===== src/positioning_error_detect_defs.vh =====
// Constants for the positioning error detection block.
`ifndef POSITIONING_ERROR_DETECT_DEFS_VH
`define POSITIONING_ERROR_DETECT_DEFS_VH
`define PED_MODE_W 2
`define PED_MODE_NO_PROX 2'h0
`define PED_DEV_W 16
`define PED_DWELL_W 16
`define PED_STATE_W 4
`define PED_ST_IDLE 4'h1
`define PED_ST_MOVE 4'h2
`define PED_ST_SEARCH 4'h4
`define PED_ST_SETTLE 4'h8
`define PED_PIN_N 3
`define PED_PIN_PROX 0
`define PED_PIN_ORIGIN 1
`define PED_PIN_LIMIT 2
`endif


===== src/dwell_timer.v =====
// Completion dwell timer: counts a programmed number of cycles after a start pulse.
`timescale 1ns/1ps
`default_nettype none
`include "positioning_error_detect_defs.vh"
module dwell_timer #(
  parameter W = `PED_DWELL_W
) (
  // Clock and reset
  input wire sys_clk,
  input wire rst,
  // Control
  input wire start,
  input wire abort,
  input wire [W-1:0] length,
  // Result
  output reg done
);
  reg [W-1:0] count;
  reg running;
  // ========================================
  // Counter
  always @(posedge sys_clk or posedge rst)
  begin
    if (rst)
    begin
      count <= {W{1'b0}};
      running <= 1'b0;
      done <= 1'b0;
    end
    else
    begin
      done <= 1'b0;
      if (abort)
      begin
        running <= 1'b0;
      end
      else if (start)
      begin
        count <= length;
        running <= (length != {W{1'b0}});
        done <= (length == {W{1'b0}});
      end
      else if (running)
      begin
        if (count == {{(W-1){1'b0}}, 1'b1})
        begin
          running <= 1'b0;
          done <= 1'b1;
        end
        count <= count - {{(W-1){1'b0}}, 1'b1};
      end
    end
  end
endmodule // dwell_timer
`default_nettype wire


===== src/positioning_error_detect.v =====
// Position control unit error detection and completion handshake.
`timescale 1ns/1ps
`default_nettype none
`include "positioning_error_detect_defs.vh"
module positioning_error_detect #(
  parameter DEV_W = `PED_DEV_W,
  parameter DWELL_W = `PED_DWELL_W
) (
  // Clock and reset
  input wire sys_clk,
  input wire rst,
  // Controller commands
  input wire cmd_move,
  input wire cmd_search,
  input wire cmd_other,
  input wire cmd_stop,
  input wire err_clear,
  // Configuration
  input wire [`PED_MODE_W-1:0] search_mode,
  input wire use_prox,
  input wire [DEV_W-1:0] complete_width,
  input wire [DWELL_W-1:0] dwell_length,
  // Motion engine
  input wire motion_done,
  input wire signed [DEV_W-1:0] deviation,
  // Servo-side pins
  input wire prox_pin,
  input wire origin_pin,
  input wire limit_pin,
  // Status
  output wire busy,
  output wire ready,
  output reg pos_complete,
  output reg err_cmd_timing,
  output reg err_no_prox,
  output reg err_no_origin
);
  // ========================================
  // State codes and pin order
  localparam [`PED_STATE_W-1:0] ST_IDLE = `PED_ST_IDLE;
  localparam [`PED_STATE_W-1:0] ST_MOVE = `PED_ST_MOVE;
  localparam [`PED_STATE_W-1:0] ST_SEARCH = `PED_ST_SEARCH;
  localparam [`PED_STATE_W-1:0] ST_SETTLE = `PED_ST_SETTLE;
  localparam PIN_N = `PED_PIN_N;
  wire [PIN_N-1:0] pin_raw;
  wire [PIN_N-1:0] pin_sync;
  reg [`PED_STATE_W-1:0] state;
  reg [`PED_STATE_W-1:0] next_state;
  reg prox_seen;
  wire prox_now;
  wire origin_now;
  wire limit_now;
  wire need_prox;
  wire [DEV_W-1:0] abs_dev;
  wire in_width;
  wire new_cmd;
  wire dwell_done;
  wire settle_start;
  genvar gi;
  // ========================================
  // Pin synchronisers
  // The first stage may go metastable, so only the second stage reads it.
  assign pin_raw[`PED_PIN_PROX] = prox_pin;
  assign pin_raw[`PED_PIN_ORIGIN] = origin_pin;
  assign pin_raw[`PED_PIN_LIMIT] = limit_pin;
  generate
    for (gi = 0; gi < PIN_N; gi = gi + 1)
    begin : g_sync
      reg meta;
      reg stable;
      always @(posedge sys_clk or posedge rst)
      begin
        if (rst)
        begin
          meta <= 1'b0;
          stable <= 1'b0;
        end
        else
        begin
          meta <= pin_raw[gi];
          stable <= meta;
        end
      end
      assign pin_sync[gi] = stable;
    end
  endgenerate
  assign prox_now = pin_sync[`PED_PIN_PROX];
  assign origin_now = pin_sync[`PED_PIN_ORIGIN];
  assign limit_now = pin_sync[`PED_PIN_LIMIT];
  // ========================================
  // Decode
  // Mode 0 only skips proximity when configured off; other modes force it.
  assign need_prox = (search_mode != `PED_MODE_NO_PROX) | use_prox;
  assign abs_dev = deviation[DEV_W-1] ? (~deviation + {{(DEV_W-1){1'b0}}, 1'b1}) : deviation;
  assign in_width = (abs_dev <= complete_width);
  assign new_cmd = cmd_move | cmd_search | cmd_other;
  assign busy = (state != ST_IDLE);
  // The host is expected to poll ready before commanding; no queue exists behind it.
  assign ready = ~busy;
  assign settle_start = (state == ST_MOVE) & motion_done & in_width;
  // ========================================
  // Sequencer
  always @*
  begin
    next_state = state;
    case (state)
      ST_IDLE:
      begin
        if (cmd_search)
        begin
          next_state = ST_SEARCH;
        end
        else if (cmd_move)
        begin
          next_state = ST_MOVE;
        end
      end
      ST_MOVE:
      begin
        if (cmd_stop)
        begin
          next_state = ST_IDLE;
        end
        else if (settle_start)
        begin
          next_state = ST_SETTLE;
        end
      end
      ST_SEARCH:
      begin
        // A limit hit with the origin signal on ends the search as a failure.
        if (cmd_stop | motion_done | (origin_now & limit_now))
        begin
          next_state = ST_IDLE;
        end
      end
      ST_SETTLE:
      begin
        // Next step waits until completion has been confirmed.
        if (cmd_stop | dwell_done)
        begin
          next_state = ST_IDLE;
        end
      end
      default:
      begin
        next_state = ST_IDLE;
      end
    endcase
  end
  always @(posedge sys_clk or posedge rst)
  begin
    if (rst)
    begin
      state <= ST_IDLE;
    end
    else
    begin
      state <= next_state;
    end
  end
  // ========================================
  // Error flags: an event in the clearing cycle wins over the clear.
  // The sighting is rearmed in idle so that an earlier search cannot hide a dead sensor.
  always @(posedge sys_clk or posedge rst)
  begin
    if (rst)
    begin
      prox_seen <= 1'b0;
    end
    else if (state == ST_IDLE)
    begin
      prox_seen <= 1'b0;
    end
    else if (state == ST_SEARCH && prox_now)
    begin
      prox_seen <= 1'b1;
    end
  end
  always @(posedge sys_clk or posedge rst)
  begin
    if (rst)
    begin
      err_cmd_timing <= 1'b0;
    end
    else if (busy && new_cmd)
    begin
      err_cmd_timing <= 1'b1;
    end
    else if (err_clear)
    begin
      err_cmd_timing <= 1'b0;
    end
  end
  always @(posedge sys_clk or posedge rst)
  begin
    if (rst)
    begin
      err_no_prox <= 1'b0;
    end
    else if (state == ST_SEARCH && need_prox && !prox_seen && !prox_now && (motion_done | limit_now))
    begin
      err_no_prox <= 1'b1;
    end
    else if (err_clear)
    begin
      err_no_prox <= 1'b0;
    end
  end
  always @(posedge sys_clk or posedge rst)
  begin
    if (rst)
    begin
      err_no_origin <= 1'b0;
    end
    else if (state == ST_SEARCH && origin_now && limit_now)
    begin
      err_no_origin <= 1'b1;
    end
    else if (err_clear)
    begin
      err_no_origin <= 1'b0;
    end
  end
  // ========================================
  // Completion output: level from dwell expiry until the next command.
  always @(posedge sys_clk or posedge rst)
  begin
    if (rst)
    begin
      pos_complete <= 1'b0;
    end
    else if (new_cmd && !busy)
    begin
      pos_complete <= 1'b0;
    end
    else if (dwell_done && state == ST_SETTLE)
    begin
      pos_complete <= 1'b1;
    end
  end
  dwell_timer #(
    .W(DWELL_W)
  ) u_dwell (
    .sys_clk(sys_clk),
    .rst(rst),
    .start(settle_start),
    .abort(cmd_stop),
    .length(dwell_length),
    .done(dwell_done)
  );
endmodule // positioning_error_detect
`default_nettype wire


===== config.mk =====
export PLATFORM = sky130hd
export DESIGN_NAME = positioning_error_detect
export DESIGN_NICKNAME = d
export VERILOG_FILES = /design/src/dwell_timer.v /design/src/positioning_error_detect.v
export VERILOG_INCLUDE_DIRS = /design/src
export SDC_FILE = /design/constraint.sdc
export NUM_CORES = 1
export LEC_CHECK = 0
export BUFFER_PORTS_ARGS = -buffer_cell sky130_fd_sc_hd__clkbuf_2
export CORE_MARGIN = 2
export CORE_UTILIZATION = 35
export CTS_CLUSTER_DIAMETER = 150
export DETAILED_ROUTE_END_ITERATION = 6
export GPL_TIMING_DRIVEN = 0
export PLACE_DENSITY = 0.65
export SLEW_MARGIN = 10
export SYNTH_ARGS = -nofsm -noshare
export SYNTH_HDL_FRONTEND = slang
export SYNTH_SLANG_ARGS = --single-unit

===== constraint.sdc =====
create_clock -name sys_clk -period 2.55 [get_ports sys_clk]
set_clock_uncertainty 0.2 [all_clocks]
set_input_delay 0.3825 -clock sys_clk [delete_from_list [all_inputs] [get_ports sys_clk]]
set_output_delay 0.3825 -clock sys_clk [all_outputs]
set_load 0.02 [all_outputs]

After elaboration in Yosys (flattened, before gate mapping)
Index checks and enable logic that the tools add are counted.
- output and inout port bits: 6
- bits of input ports: 62
- logic and storage cells: 91
- register bits after elaboration: 33
- add/sub/neg operators: 2
- mux-type cells: 26
- bitwise operators: 13
- eq/ne operators: 10
- order comparisons: 1
- reductions and logical operators: 24
- operators with widths (operator ; count):
    $mux 16 ; 3
    $mux 4 ; 6
    $add 16x1->16 const B ; 1
    $eq 16x1->1 const B ; 1
    $le 16x16->1 ; 1
    $logic_not 16->1 ; 1
    $mux 1 ; 16
    $not 16->16 ; 1
    $pmux 4 s4 ; 1
    $reduce_bool 16->1 ; 1
    $sub 16x1->16 const B ; 1
    $reduce_bool 2->1 ; 7
    $logic_and 1x1->1 ; 10
    $or 1x1->1 ; 7
    $ne 3x3->1 const B ; 2
    $eq 4x1->1 const B ; 1
    $eq 4x2->1 const B ; 1
    $eq 4x3->1 const B ; 1
    $eq 4x4->1 const B ; 1
    $ne 2x2->1 const B ; 2
    $ne 4x1->1 const B ; 1
    $reduce_and 4->1 ; 1
    $and 1x1->1 ; 3
    $logic_not 1->1 ; 3
    2 further kinds ; 3

Depth between registers and ports, before layout
- word-level depth: 8
- gate-level depth with buffers: 16
- gate-level depth less buffers: 15

Modules after synthesis
From an unflattened synthesis, not the netlist that was laid out.
- cells, all modules: 302
- area total of the unflattened synthesis: 2595.0 um^2
- by module, submodules not included (module ; area each (um^2) ; times used ; cells an instance ; sequential area each (um^2)):
    positioning_error_detect ; 1382.6 ; 1 ; 158 ; 376.6
    dwell_timer ; 1212.4 ; 1 ; 144 ; 450.4

Worst setup path after synthesis
OpenSTA, ideal clock, no wires.
- kind: input -> register
- from: input deviation[0]
- to: register u_dwell.count[6]
- setup time: 123 ps
- required time: 2227 ps
- slack: -1122 ps
- arrival: 3349 ps
- cell stages on the path: 14
- cell sequence: inv_1 > ha_1 > nand2_1 > or3_1 > nand2b_1 > o41ai_1 > xnor2_1 > ha_1 > nand4_2 > or4_4 > and4_4 > o31a_1 > o21a_1 > o221a_1
- word-level cells in the longest chain between the ends: 7
- elaborated cells between the ends (all ways): 8
- classes of those cells: 1 x add/sub; 1 x order compare; 2 x mux; 2 x bitwise; 2 x reduce/logical
- RTL lines (what ; RTL line ; text):
    start, declared ; positioning_error_detect.v:25 ; input wire signed [DEV_W-1:0] deviation,
    $not 16->16 ; positioning_error_detect.v:94 ; assign abs_dev = deviation[DEV_W-1] ? (~deviation + {{(DEV_W-1){1'b0}}, 1'b1}) : deviation;
    $add 16x1->16 ; positioning_error_detect.v:94 ;
    $mux 16 (*) ; positioning_error_detect.v:94 ;
    $le 16x16->1 (*) ; positioning_error_detect.v:95 ; assign in_width = (abs_dev <= complete_width);
    $and 1x1->1 (*) ; positioning_error_detect.v:100 ; assign settle_start = (state == ST_MOVE) & motion_done & in_width;
    $reduce_bool 2->1 (no line) ; n/a ;
    $reduce_and 2->1 (no line) ; n/a ;
    end signal, assigned ; dwell_timer.v:26 ; count <= {W{1'b0}};
    end signal, assigned ; dwell_timer.v:39 ; count <= length;
    end signal, assigned ; dwell_timer.v:50 ; count <= count - {{(W-1){1'b0}}, 1'b1};
    end, declared ; dwell_timer.v:18 ; reg [W-1:0] count;
Mark *: on every way between the ends. The rest lies on a longest branch, timed or not.
A chain may end at the register's enable or synchronous reset.

Final worst setup path
- from: input deviation[0]
- to: register u_dwell.count[9]
Same word-level chain as after synthesis.

==> run metrics <==
clk_lat worst skew 290 ps; Die W 88.73 um; Util after Layout 51.95%; Critical R2R Launch u_dwell.count[0]; critical setup path kind in -> reg; Reg2Reg Setup Slack -30 ps; post-DR wirelength/cell 14.24 um; Slew @ Worst Pin 851.8 ps; Root Buffer clkbuf_8; final hold vios 32; Routed Antenna Nets 0; critical path capture point type register; Final #Nets 470; crit start category primary input; total power density per cell area 611.7 mW/mm2; Area after DPL 0.003058 mm2; Worst Path Required 2520 ps; die area 0.007872 mm2; DRC 0; I/O pin count 68; Tmin final 3568 ps; Seq/Total Area, Yosys 32.92%; final HPWL from detailed placement 4978 um; largest net degree at the start of global routing 34; CTS H-tree lvls 2; vias in the first global route 2,510; global-route usage over all layers 18.30%; R2R depth 8; Place WS -1504 ps; area growth from synthesis to layout 42.03%; Pre-antenna DRT Iters 4; Syn Nets 373; CP max FO 5; core area 0.006869 mm2; Peak Freq 280.3 MHz; outcome finished with violations; failing checks negative hold slack, negative setup slack; Final Instance Area 0.003568 mm2; Clock Path Buffers 2; Overflow after GRT 0; Worst Hold Class in -> async; post-synthesis async set-or-reset flop share 100.0%; fin worst setup slack -1018 ps; Post-synth top flop dfrtp_1; area of the mapped netlist 0.002512 mm2; number of enable flip-flop cells after synthesis 0; syn avg cell area 8.604 um2; Synth Register Bits 33; final WL 6922 um; Row Count 30; GPL Wtd Cong 0.8674; Final setup viols 20; worst hold slack -20.56 ps; YS warnings 0; Initial Util 36.58%; Reg clk slew, reported paths 70 ps; Max-slew headroom 42.41%; IO Port Bufs 67; fraction of layout cells with a size suffix above 1 38.21%; CP Data Arrival Time 3540 ps; first-pass GRT wire length 11,390 um; Power, Total 2.183 mW; synthesized instance count 292; 1st-iter DRT viols 183; Leak Pwr 1.616 nW; Worst VDD drop 217.2 uV; Max Slew Vio Count 0; CTS tree built; unrepaired setup endpoints after global routing true; vias per cell 5.313; diode count 0; R2R Path End u_dwell.count[10]; initial antenna violation count 0; clock tree sinks 33; period utilization 139.9%; max cap viols 0; post-synth cell types 61; vias post-DR 2,582; die height 88.73 um; Num CTS Buffers 5
-- kinds of logic after synthesis --
kind of cell / after synthesis / share of synthesized area, %
AO/OA/AOI/OAI: 82 / 22.11
multiplexers: 1 / 0.4482
AND/OR/NAND/NOR: 107 / 23.90
XOR/XNOR: 14 / 4.881
flip-flops: 33 / 32.92
adder cells (fa/ha/maj): 19 / 9.462
buffers and inverters: 36 / 6.275
-- Yosys cell counts, drive strengths merged, types with 2 or more instances --
cell    instances  area [um2]
or3             5       31.28
o21a            4       30.03
buf             3       23.77
dfrtp          32       800.8
xnor2          14       122.6
nand3b          2       15.01
nor4           13       81.33
o211ai          2       20.02
nor4b           5       56.31
nand2b          4       25.02
a31oi           4       25.02
nand2          21       81.33
inv            30       112.6
a21o            4       31.28
a21oi          22       110.1
clkbuf          3       21.27
nor3           11       55.05
a32o            2       20.02
o22ai           8       50.05
nand4           8       56.30
o211a           3       30.03
and2            3       20.02
or4             3       26.27
nand3           7       35.03
ha             19       237.7
o31ai           5       37.54
o21ai          15       86.33
nor2           20       77.58
-- metrics by stage --
stage / std cells / setup TNS [ps]
2_1_floorplan: 292 / -15950
3_3_place_gp: 455 / -27020
3_5_place_dp: 455 / -27540
4_1_cts: 476 / -17700
5_1_grt: 486 / -20700
6_report: 486 / -18230
-- critical path, stage by stage --
cell	delay (ps)
clkbuf_16	130
inv_12	50
ha_4	120
nand2_2	40
or3_4	330
nand2b_4	180
o31ai_4	270
xnor2_2	90
ha_1	330
nand4_4	110
or4_4	550
and4_4	220
buf_6	120
o21ai_4	270
buf_6	160
nor2_2	30
o22a_1	160
-- metal layers --
| layer | GRT usage [%] | share of wire (%) | up-vias |
|---|---|---|---|
| li1 | - | - | 1281 |
| met1 | 23.26 | 43 | 1213 |
| met2 | 31.55 | 50 | 81 |
| met3 | 2.705 | 5.7 | 7 |
| met4 | 6.336 | 1.5 | 0 |
| met5 | 0 | 0 | - |
-- layout make-up --
cell class / count / area (um2)
sequential: 33 / 827.0
clock buffer: 6 / 72.57
clock inverter: 2 / 10.01
fill: 662 / 3301
inverter: 30 / 130.1
timing repair buffer: 90 / 566.8
multi-input combinational: 223 / 1787
buffer: 6 / 55.05
tap: 96 / 120.1
-- state kept, by name (all words and copies together) (netlist names) --
signal and flops:
u_dwell.count 16, state 4, g_sync.meta 3, g_sync.stable 3, err_cmd_timing 1, err_no_origin 1, err_no_prox 1, pos_complete 1
prox_seen 1, u_dwell.done 1, u_dwell.running 1
-- where the power goes --
group | internal [mW] | switching (mW) | total [mW]
clock network | 0.189 | 0.194 | 0.383
registers | 0.690 | 0.192 | 0.882
logic | 0.409 | 0.508 | 0.917
-- placed cells by master, fill, tap and decap left out, types with 11 or more instances in the layout --
master and n:
buf_4 13, ha_1 18, dfrtp_1 32, nor2_1 16, buf_6 11, xnor2_1 13, a21oi_1 18, nand2_1 17
inv_1 27, clkbuf_2 65
-- what timing repair did --
action                                  4_1_cts  5_1_grt
hold buffers                                  1        0
hold endpoints to repair                      1        0
gates cloned                                  1        1
buffers inserted                             11        9
endpoints found under the setup margin       20       20
resized for setup                            28       24
pin swaps                                    11        6
-- worst max path at each step --
stage               cells after the start         start           endpoint
finish                                 17  deviation[0]   u_dwell.count[9]
CTS                                    15  deviation[0]   u_dwell.count[6]
global placement                       17  deviation[0]  u_dwell.count[14]
detailed placement                     17  deviation[0]  u_dwell.count[14]
global route                           17  deviation[0]   u_dwell.count[0]
floorplan                              14  deviation[0]   u_dwell.count[6]
Note: power is estimated with default switching activity, not from simulation.
